**config.mk**
```make
export PLATFORM = sky130hd
export DESIGN_NAME = serial_register_access_port
export DESIGN_NICKNAME = d
export VERILOG_FILES = /design/src/core/sra_pkg.sv /design/src/core/serial_register_access_port.sv /design/src/core/sra_regfile.sv
export VERILOG_INCLUDE_DIRS = /design/src /design/src/core
export SDC_FILE = /design/constraint.sdc
export NUM_CORES = 2
export LEC_CHECK = 0
export ABC_AREA = 1
export BUFFER_PORTS_ARGS = -buffer_cell sky130_fd_sc_hd__buf_4
export CAP_MARGIN = 20
export CORE_MARGIN = 10
export CORE_UTILIZATION = 45
export CTS_CLUSTER_SIZE = 8
export DETAILED_ROUTE_END_ITERATION = 16
export PLACE_DENSITY_LB_ADDON = 0.08
export SETUP_SLACK_MARGIN = 0.1
export SLEW_MARGIN = 20
export SYNTH_ARGS = -nofsm -noshare
export SYNTH_HDL_FRONTEND = slang
export SYNTH_SLANG_ARGS = --single-unit
```
**constraint.sdc**
```tcl
create_clock -name mclk_i -period 5 [get_ports mclk_i]
set_input_delay 1 -clock mclk_i [delete_from_list [all_inputs] [get_ports mclk_i]]
set_output_delay 1 -clock mclk_i [all_outputs]
set_load 0.02 [all_outputs]
```
**src/core/sra_params.svh**
```systemverilog
// constants for the serial register access port
// assumes inclusion by bare name from core files
`ifndef SRA_PARAMS_SVH
`define SRA_PARAMS_SVH
`define SRA_FRAME_BITS     24
`define SRA_RW_BIT         23
`define SRA_ADDR_MSB       22
`define SRA_ADDR_LSB       16
`define SRA_DATA_MSB       15
`define SRA_I2C_ADDR       7'h2c
`define SRA_UPDATE_DELAY   2
`endif

```
**src/core/sra_pkg.sv**
```systemverilog
// types for the serial register access port
// assumes sra_params.svh beside it
package sra_pkg;
    typedef enum logic [2:0]
    {
        tw_idle  = 3'b000,
        tw_addr  = 3'b001,
        tw_ptr   = 3'b010,
        tw_tx    = 3'b011,
        tw_ack_w = 3'b100,
        tw_ack_r = 3'b101,
        tw_wait  = 3'b110
    } tw_state_type;
endpackage : sra_pkg

```
**src/core/serial_register_access_port.sv**
```systemverilog
// host serial port: spi-style frames and two-wire reads of 16-bit registers
// assumes async pins sampled by mclk_i; link clocks far slower than mclk_i
// Overview of operation
// - device returns upper byte then lower byte
// - acked lower byte repeats same register again
// - frame: flag bit 23, address, 16 data
// - shift input msb first on falling clock
// - chip-select high ignores clock, output tri-stated
// - rising chip-select decodes and updates register
// - flag 0 writes, flag 1 selects read
// - read data in next frame data field
// - extra clocks shift bits out on rising edge
// - two-wire pointer kept until new pointer byte
// - both bytes come from one snapshot
`timescale 1ns/1ns
`include "sra_params.svh"
module serial_register_access_port (
    // clock and reset
    input  wire logic mclk_i,
    input  wire logic rst_i,
    // spi pins
    input  wire logic sclk_i,
    input  wire logic cs_n_i,
    input  wire logic sdi_i,
    output logic      sdo_o,
    output logic      sdo_oe_o,
    // two-wire pins
    input  wire logic scl_i,
    input  wire logic sda_i,
    output logic      sda_o,
    output logic      sda_oe_o
);
    typedef struct packed {
        logic [1:0]  sclk_s;
        logic [1:0]  cs_s;
        logic [1:0]  sdi_s;
        logic [1:0]  scl_s;
        logic [1:0]  sda_s;
        logic        sclk_d;
        logic        cs_d;
        logic        scl_d;
        logic        sda_d;
        logic [23:0] shreg;
        logic [15:0] rd_word;
        logic        rd_valid;
        logic [6:0]  rd_addr;
        logic [1:0]  upd_cnt;
        logic        upd_pend;
        logic [23:0] cmd;
        logic        sdo;
        logic        sdo_oe;
        sra_pkg::tw_state_type tw;
        logic [3:0]  bitn;
        logic [7:0]  rx;
        logic        dir_rd;
        logic [6:0]  ptr;
        logic [15:0] snap;
        logic        lowb;
        logic        sda;
        logic        sda_oe;
        logic        snap_req;
        logic        snap_take;
        logic        rdata_tw;
    } state_type;

    state_type q;
    state_type next_q;
    logic [15:0] rdata;
    logic        we;
    logic [6:0]  raddr;

    // two-wire has priority on the shared read port during a snap request and the whole read acknowledge state
    assign raddr = (q.tw == sra_pkg::tw_ack_r || q.snap_req) ? q.ptr : q.rd_addr;
    assign we    = q.upd_pend && (q.upd_cnt == 2'h0) && !q.cmd[`SRA_RW_BIT];

    sra_regfile #(.DEPTH(128)) regs (
        .mclk_i  (mclk_i),
        .waddr_i (q.cmd[`SRA_ADDR_MSB:`SRA_ADDR_LSB]),
        .wdata_i (q.cmd[`SRA_DATA_MSB:0]),
        .we_i    (we),
        .raddr_i (raddr),
        .rdata_o (rdata)
    );

    always_comb
    begin
        logic sclk_fall;
        logic sclk_rise;
        logic scl_rise;
        logic scl_fall;
        logic start_c;
        logic stop_c;
        sclk_fall = q.sclk_d && !q.sclk_s[1];
        sclk_rise = !q.sclk_d && q.sclk_s[1];
        scl_rise  = !q.scl_d && q.scl_s[1];
        scl_fall  = q.scl_d && !q.scl_s[1];
        start_c   = q.scl_s[1] && q.scl_d && q.sda_d && !q.sda_s[1];
        stop_c    = q.scl_s[1] && q.scl_d && !q.sda_d && q.sda_s[1];
        next_q = q;
        next_q.sclk_s = {q.sclk_s[0], sclk_i};
        next_q.cs_s   = {q.cs_s[0], cs_n_i};
        next_q.sdi_s  = {q.sdi_s[0], sdi_i};
        next_q.scl_s  = {q.scl_s[0], scl_i};
        next_q.sda_s  = {q.sda_s[0], sda_i};
        next_q.sclk_d = q.sclk_s[1];
        next_q.cs_d   = q.cs_s[1];
        next_q.scl_d  = q.scl_s[1];
        next_q.sda_d  = q.sda_s[1];

        // spi side
        next_q.sdo_oe = !q.cs_s[1];
        if (!q.cs_s[1])
        begin
            if (q.cs_d)
            begin
                // frame start: load read data or filler into data field
                next_q.shreg[`SRA_DATA_MSB:0] = q.rd_valid ? q.rd_word : 16'h0000;
                next_q.sdo = 1'b0;
            end
            else if (sclk_fall)
            begin
                next_q.shreg = {q.shreg[22:0], q.sdi_s[1]};
            end
            else if (sclk_rise)
            begin
                next_q.sdo = q.shreg[`SRA_FRAME_BITS-1];
            end
        end
        if (q.cs_s[1] && !q.cs_d)
        begin
            next_q.cmd      = q.shreg;
            next_q.upd_pend = 1'b1;
            next_q.upd_cnt  = 2'(`SRA_UPDATE_DELAY);
        end
        else if (q.upd_pend)
        begin
            if (q.upd_cnt != 2'h0)
            begin
                next_q.upd_cnt = q.upd_cnt - 2'h1;
            end
            else
            begin
                next_q.upd_pend = 1'b0;
                next_q.rd_valid = q.cmd[`SRA_RW_BIT];
                next_q.rd_addr  = q.cmd[`SRA_ADDR_MSB:`SRA_ADDR_LSB];
            end
        end
        if (q.rd_valid && !q.upd_pend && !q.rdata_tw)
        begin
            next_q.rd_word = rdata;
        end

        // two-wire read side
        // register port answers one cycle after the pointer is applied
        next_q.snap_req  = 1'b0;
        next_q.snap_take = q.snap_req;
        next_q.rdata_tw  = (q.tw == sra_pkg::tw_ack_r) || q.snap_req;
        if (q.snap_take)
        begin
            next_q.snap = rdata;
        end
        if (start_c)
        begin
            next_q.tw = sra_pkg::tw_addr;
            next_q.bitn = 4'h0;
            next_q.sda_oe = 1'b0;
        end
        else if (stop_c)
        begin
            next_q.tw = sra_pkg::tw_idle;
            next_q.sda_oe = 1'b0;
        end
        else
        begin
            case (q.tw)
                sra_pkg::tw_addr, sra_pkg::tw_ptr:
                begin
                    if (scl_rise)
                    begin
                        next_q.rx = {q.rx[6:0], q.sda_s[1]};
                        next_q.bitn = q.bitn + 4'h1;
                    end
                    if (scl_fall && q.bitn == 4'h8)
                    begin
                        next_q.bitn = 4'h0;
                        if (q.tw == sra_pkg::tw_ptr)
                        begin
                            next_q.ptr = q.rx[6:0];
                            next_q.tw = sra_pkg::tw_ack_w;
                            next_q.sda_oe = 1'b1;
                            next_q.sda = 1'b0;
                        end
                        else if (q.rx[7:1] == `SRA_I2C_ADDR)
                        begin
                            next_q.dir_rd = q.rx[0];
                            next_q.tw = sra_pkg::tw_ack_w;
                            next_q.sda_oe = 1'b1;
                            next_q.sda = 1'b0;
                            next_q.snap_req = q.rx[0];
                            next_q.lowb = 1'b0;
                        end
                        else
                        begin
                            next_q.tw = sra_pkg::tw_wait;
                        end
                    end
                end
                sra_pkg::tw_ack_w:
                begin
                    if (scl_fall)
                    begin
                        next_q.sda_oe = 1'b0;
                        if (q.dir_rd)
                        begin
                            next_q.tw = sra_pkg::tw_tx;
                            next_q.sda_oe = !q.snap[15];
                            next_q.bitn = 4'h1;
                        end
                        else
                        begin
                            next_q.tw = sra_pkg::tw_ptr;
                            next_q.dir_rd = 1'b0;
                        end
                    end
                end
                sra_pkg::tw_tx:
                begin
                    if (scl_fall)
                    begin
                        if (q.bitn == 4'h8)
                        begin
                            next_q.sda_oe = 1'b0;
                            next_q.tw = sra_pkg::tw_ack_r;
                        end
                        else
                        begin
                            // open drain: enable pulls low for a zero
                            next_q.sda_oe = !q.snap[(q.lowb ? 4'h7 : 4'hf) - q.bitn];
                            next_q.bitn = q.bitn + 4'h1;
                        end
                    end
                end
                sra_pkg::tw_ack_r:
                begin
                    if (scl_rise)
                    begin
                        if (q.sda_s[1])
                        begin
                            next_q.tw = sra_pkg::tw_wait;
                        end
                        else if (q.lowb)
                        begin
                            next_q.snap = rdata;
                            next_q.lowb = 1'b0;
                        end
                        else
                        begin
                            next_q.lowb = 1'b1;
                        end
                    end
                    if (scl_fall)
                    begin
                        next_q.tw = sra_pkg::tw_tx;
                        next_q.bitn = 4'h1;
                        next_q.sda_oe = !q.snap[q.lowb ? 4'h7 : 4'hf];
                    end
                end
                default:
                begin
                    next_q.sda_oe = 1'b0;
                end
            endcase
        end
        next_q.sda = 1'b0;
    end

    always_ff @(posedge mclk_i or posedge rst_i)
    begin
        if (rst_i)
        begin
            q <= '{sclk_s: 2'h0, cs_s: 2'h3, sdi_s: 2'h0, scl_s: 2'h3, sda_s: 2'h3,
                   sclk_d: 1'b0, cs_d: 1'b1, scl_d: 1'b1, sda_d: 1'b1,
                   tw: sra_pkg::tw_idle, default: '0};
        end
        else
        begin
            q <= next_q;
        end
    end

    assign sdo_o    = q.sdo;
    assign sdo_oe_o = q.sdo_oe;
    assign sda_o    = q.sda;
    assign sda_oe_o = q.sda_oe;

    a_cs_high_tristate : assert property (@(posedge mclk_i) disable iff (rst_i)
        q.cs_s[1] && q.cs_d |=> !sdo_oe_o) else $error("sdo driven while deselected");
    a_cs_rise_update : assert property (@(posedge mclk_i) disable iff (rst_i)
        q.cs_s[1] && !q.cs_d && !q.shreg[23] |-> ##3 we) else $error("write not issued");
    a_read_latch : assert property (@(posedge mclk_i) disable iff (rst_i)
        q.upd_pend && q.upd_cnt == 2'h0 && q.cmd[`SRA_RW_BIT]
        |=> q.rd_valid && q.rd_addr == $past(q.cmd[`SRA_ADDR_MSB:`SRA_ADDR_LSB]))
        else $error("read address not latched");
    a_shift_in : assert property (@(posedge mclk_i) disable iff (rst_i)
        !q.cs_s[1] && !q.cs_d && q.sclk_d && !q.sclk_s[1] |=> q.shreg[0] == $past(q.sdi_s[1]))
        else $error("bit not shifted");
    a_sdo_rise : assert property (@(posedge mclk_i) disable iff (rst_i)
        !q.cs_s[1] && !q.cs_d && !q.sclk_d && q.sclk_s[1] |=> sdo_o == $past(q.shreg[23]))
        else $error("sdo not updated");
    a_nack_release : assert property (@(posedge mclk_i) disable iff (rst_i)
        q.tw == sra_pkg::tw_wait |-> !sda_oe_o) else $error("sda held after nack");
    a_rd_field : assert property (@(posedge mclk_i) disable iff (rst_i)
        q.cs_d && !q.cs_s[1] && !q.rd_valid |=> q.shreg[15:0] == 16'h0000)
        else $error("stale read data");
    a_ptr_hold : assert property (@(posedge mclk_i) disable iff (rst_i)
        q.tw != sra_pkg::tw_ptr |=> $stable(q.ptr)) else $error("pointer moved");
    c_spi_write : cover property (@(posedge mclk_i) we);
    c_spi_read : cover property (@(posedge mclk_i) q.rd_valid && q.cs_d && !q.cs_s[1]);
    c_tw_repeat : cover property (@(posedge mclk_i) q.tw == sra_pkg::tw_ack_r && q.lowb);
endmodule : serial_register_access_port

```
**src/core/sra_regfile.sv**
```systemverilog
// register storage behind both serial ports, 128 words of 16 bits
// assumes one clock domain; read data registered
`timescale 1ns/1ns
module sra_regfile #(
    parameter int DEPTH = 128
) (
    input  wire logic        mclk_i,
    input  wire logic [6:0]  waddr_i,
    input  wire logic [15:0] wdata_i,
    input  wire logic        we_i,
    input  wire logic [6:0]  raddr_i,
    output logic      [15:0] rdata_o
);
    logic [15:0] mem [DEPTH];

    always_ff @(posedge mclk_i)
    begin
        if (we_i)
        begin
            mem[waddr_i] <= wdata_i;
        end
        rdata_o <= mem[raddr_i];
    end
endmodule : sra_regfile

```
==> reports/results.ini <==
[layout]
instances_no_fill = 10240
final_util_pct = 51.76
drive_gt1_share_pct = 8.858
nets = 7536
syn2layout_area_growth_pct = 14.13
fillerInstances = 16840

[clock_tree]
cts.clk_slew.worst_paths_ns = 0.05
cts_sinks = 2199
post-cts-setup-buffers = 0
post_cts_resized = 0
cts_buffers = 325
clkLatencyLatePin_ns = 0.95
cts-hold-fix-buffers = 0
h-tree-depth = 5
cts_max_path_buffers = 4
cts-root-buf = clkbuf_16
cts_tree = built

[sta]
max_freq_ghz = 0.2235
drv_slew = 0
timing.final.crit_period_ns = 4.475
tns_ns = 0
hold_viol = 0
setup_viol_count_final = 0
relSlewSlack_pct = 27.34
rsz0062_at_grt = false
period_share_pct = 89.51
tightest_slew_ns = 1.090
fin_worst_skew_ns = 0.05577
holdWs_ns = 0.1873

[grt]
grt_overflow_total = 0
grt_pass1_vias = 56540
antenna_found_initial = 11
grt_first_pass_wirelength_um = 404200
grt_max_degree = 147
track_usage_pct = 25.27

[yosys]
syn_nets = 7433
avgSynthCellArea_sq_um = 11.92
synthDistinctLibCells = 42
synth-seq-area-share_pct = 73.67
syn_inst = 7423
yosys_warnings = 0
netlist_area_sq_um = 88510
ys_ff_latch = 2199

[routing]
drt_wl_total_um = 279200
drc = 0
ant_nets = 0
viasPerCell = 5.777
vias = 59130
wl_per_cell_um = 27.28
drtIter0Drc = 7008
dr.pass1.iters = 6

[power_and_ir_drop]
p_leak_nw = 35.97
power.density_nw_per_um2 = 569.2
ir_drop_mv = 0.3897

[floorplan]
boundaryPins = 11
rows = 162
core_sq_um = 195200
die_h_um = 463.5
die-area_sq_um = 214800
start_util_pct = 45.35
dieWidth_um = 463.5

[hold_path]
hold_class = primary input to flip-flop

[outcome]
status = complete, no violations

[flow_run]
maxCapViolCount = 0

[critical_path]
cp_data_arrival_time_ns = 5.25
start_kind = flip-flop
critPathCaptureType = flip-flop
criticalPathCategory = flip-flop to flip-flop
crit_fanout = 64
required_ns = 5.78

[place]
port_buffers = 9
dp.cells = 9822
gp_congestion = 0.8264
dp_hpwl_um = 154100

-- cells in the mapped netlist, drive strengths merged --
library cell	count	area, sq um
nand3	2165	10850
nand2	2059	7754
edfxtp	2048	61500
buf	433	2172
nor2	193	724.4
dfrtp	126	3153
inv	120	450.4
o21ai	85	429.2
clkbuf	54	202.7
a21oi	49	245.2
o22ai	19	118.9
dfxtp	16	320.3
nor3	15	75.07
dfstp	9	236.5
mux2	7	78.83
nand4	4	25.02
ha	3	37.54
a21boi	2	15.02
nand3b	2	15.01
o2111ai	2	17.52
xnor2	2	17.52
a211oi	1	7.510
a311oi	1	8.760
a31oi	1	6.260
a32o	1	10.01
conb	1	3.750
nor4	1	6.260
o211ai	1	7.510
o21a	1	7.510
o21bai	1	7.510
xor2	1	8.760
-- report_power, final --
part           switching [W]  total [W]  internal [W]
Sequential          0.000775     0.0221        0.0213
Combinational         0.0121     0.0160       0.00394
Clock                0.00750     0.0194        0.0119
Total                 0.0203     0.0575        0.0372
-- cell type report --
type	instances	area [sq um]	share of cell area (%)
Antenna cell	2	5.005	0.004954
Clock buffer	403	8660	8.572
Clock inverter	7	63.81	0.06316
Inverter	120	473.0	0.4682
Multi-Input combinational cell	4617	20640	20.43
Sequential cell	2199	65270	64.61
Tap cell	2624	3283	3.250
Timing Repair Buffer	263	2635	2.608
-- per-layer routing --
layer / vias up / global-route usage (%) / wire length [um]
li1: 26560 / - / -
met1: 29420 / 35.92 / 118000
met2: 2708 / 37.57 / 124400
met3: 440 / 6.851 / 28050
met4: 2 / 8.408 / 8703
met5: - / 0 / 11
-- flip-flops by register name, summed over array words and instances, names as in the netlist, named ones only --
signal,count
q,121
regs.rdata_o,16
regs.mem,2048
sdo_oe_o,1
sda_oe_o,1
next_q,10
sdo_o,1
-- critical path, stage by stage, from the launching register on --
cell,delay [ns]
dfrtp_1,0.45
nand3_4,0.20
nand2_4,0.19
nand2_1,0.21
nand2_8,0.21
inv_8,0.55
buf_4,0.42
buf_4,0.46
nand3_1,0.16
nand3_1,0.09
nand3_1,0.15
nand3_1,0.35
nand3_1,0.24
nand3_1,0.43
nand2_1,0.11
-- worst paths after layout --
check | from | endpoint | slack (ns) | cells past startpoint
hold reg to reg | next_q[131]$_DFF_PP0_ | q[131]$_DFF_PP0_ | 0.35 | 0
min in group asynchronous | rst_i | next_q[135]$_DFF_PP0_ | 0.31 | 2
setup reg to reg | q[42]$_DFFE_PP0P_ | regs.rdata_o[0]$_DFF_P_ | 0.52 | 14
hold / removal | cs_n_i | next_q[133]$_DFF_PP1_ | 0.19 | 1
setup / recovery | q[42]$_DFFE_PP0P_ | regs.rdata_o[0]$_DFF_P_ | 0.52 | 14
max in group asynchronous | rst_i | q[60]$_DFFE_PP0P_ | 3.69 | 3
-- placed cells by master, fill, tap and decap left out, types with 2 or more instances in the layout --
cell	n
dfxtp_1	16
mux2_2	7
nand2_1	2053
buf_8	2
buf_12	50
nor3_1	15
a21oi_1	49
nand2_8	3
clkinv_1	2
inv_1	111
dfstp_2	9
buf_4	210
o21ai_4	4
dfrtp_4	16
nand3b_1	2
o22ai_1	19
xnor2_1	2
ha_1	3
o21ai_0	79
inv_6	5
nand4_1	4
edfxtp_1	2048
o2111ai_1	2
nor2_2	11
clkbuf_16	336
inv_8	2
nand2_4	2
nor2_4	4
nand3_1	2162
nand3_4	2
diode_2	2
inv_2	4
nor2_1	178
dfrtp_1	110
clkbuf_1	67
-- cell families after synthesis --
kind of cell / Yosys count / share of synthesized area [%]
adders and majority gates: 3 / 0.04241
xor gates and xnor gates: 3 / 0.02969
DFF: 2199 / 73.67
muxes: 7 / 0.08906
AOI/OAI and AO/OA: 164 / 0.9952
buffers and inverters: 607 / 3.192
other: 1 / 0.004237
and+or+nand+nor: 4439 / 21.98
-- stage by stage --
| stage | setup slack, ns | area [sq um] | total power, W |
|---|---|---|---|
| 6_report | 0.5247 | 101000 | 0.05750 |
| 5_1_grt | 0.4295 | 101000 | 0.05978 |
| 4_1_cts | 0.3873 | 101000 | 0.05770 |
| 3_5_place_dp | 0.4482 | 92260 | 0.03830 |
| 3_3_place_gp | 0.4685 | 92220 | 0.03836 |
| 2_1_floorplan | 0.4038 | 88510 | 0.03120 |
No activity file was read; power rests on OpenSTA's default activity.
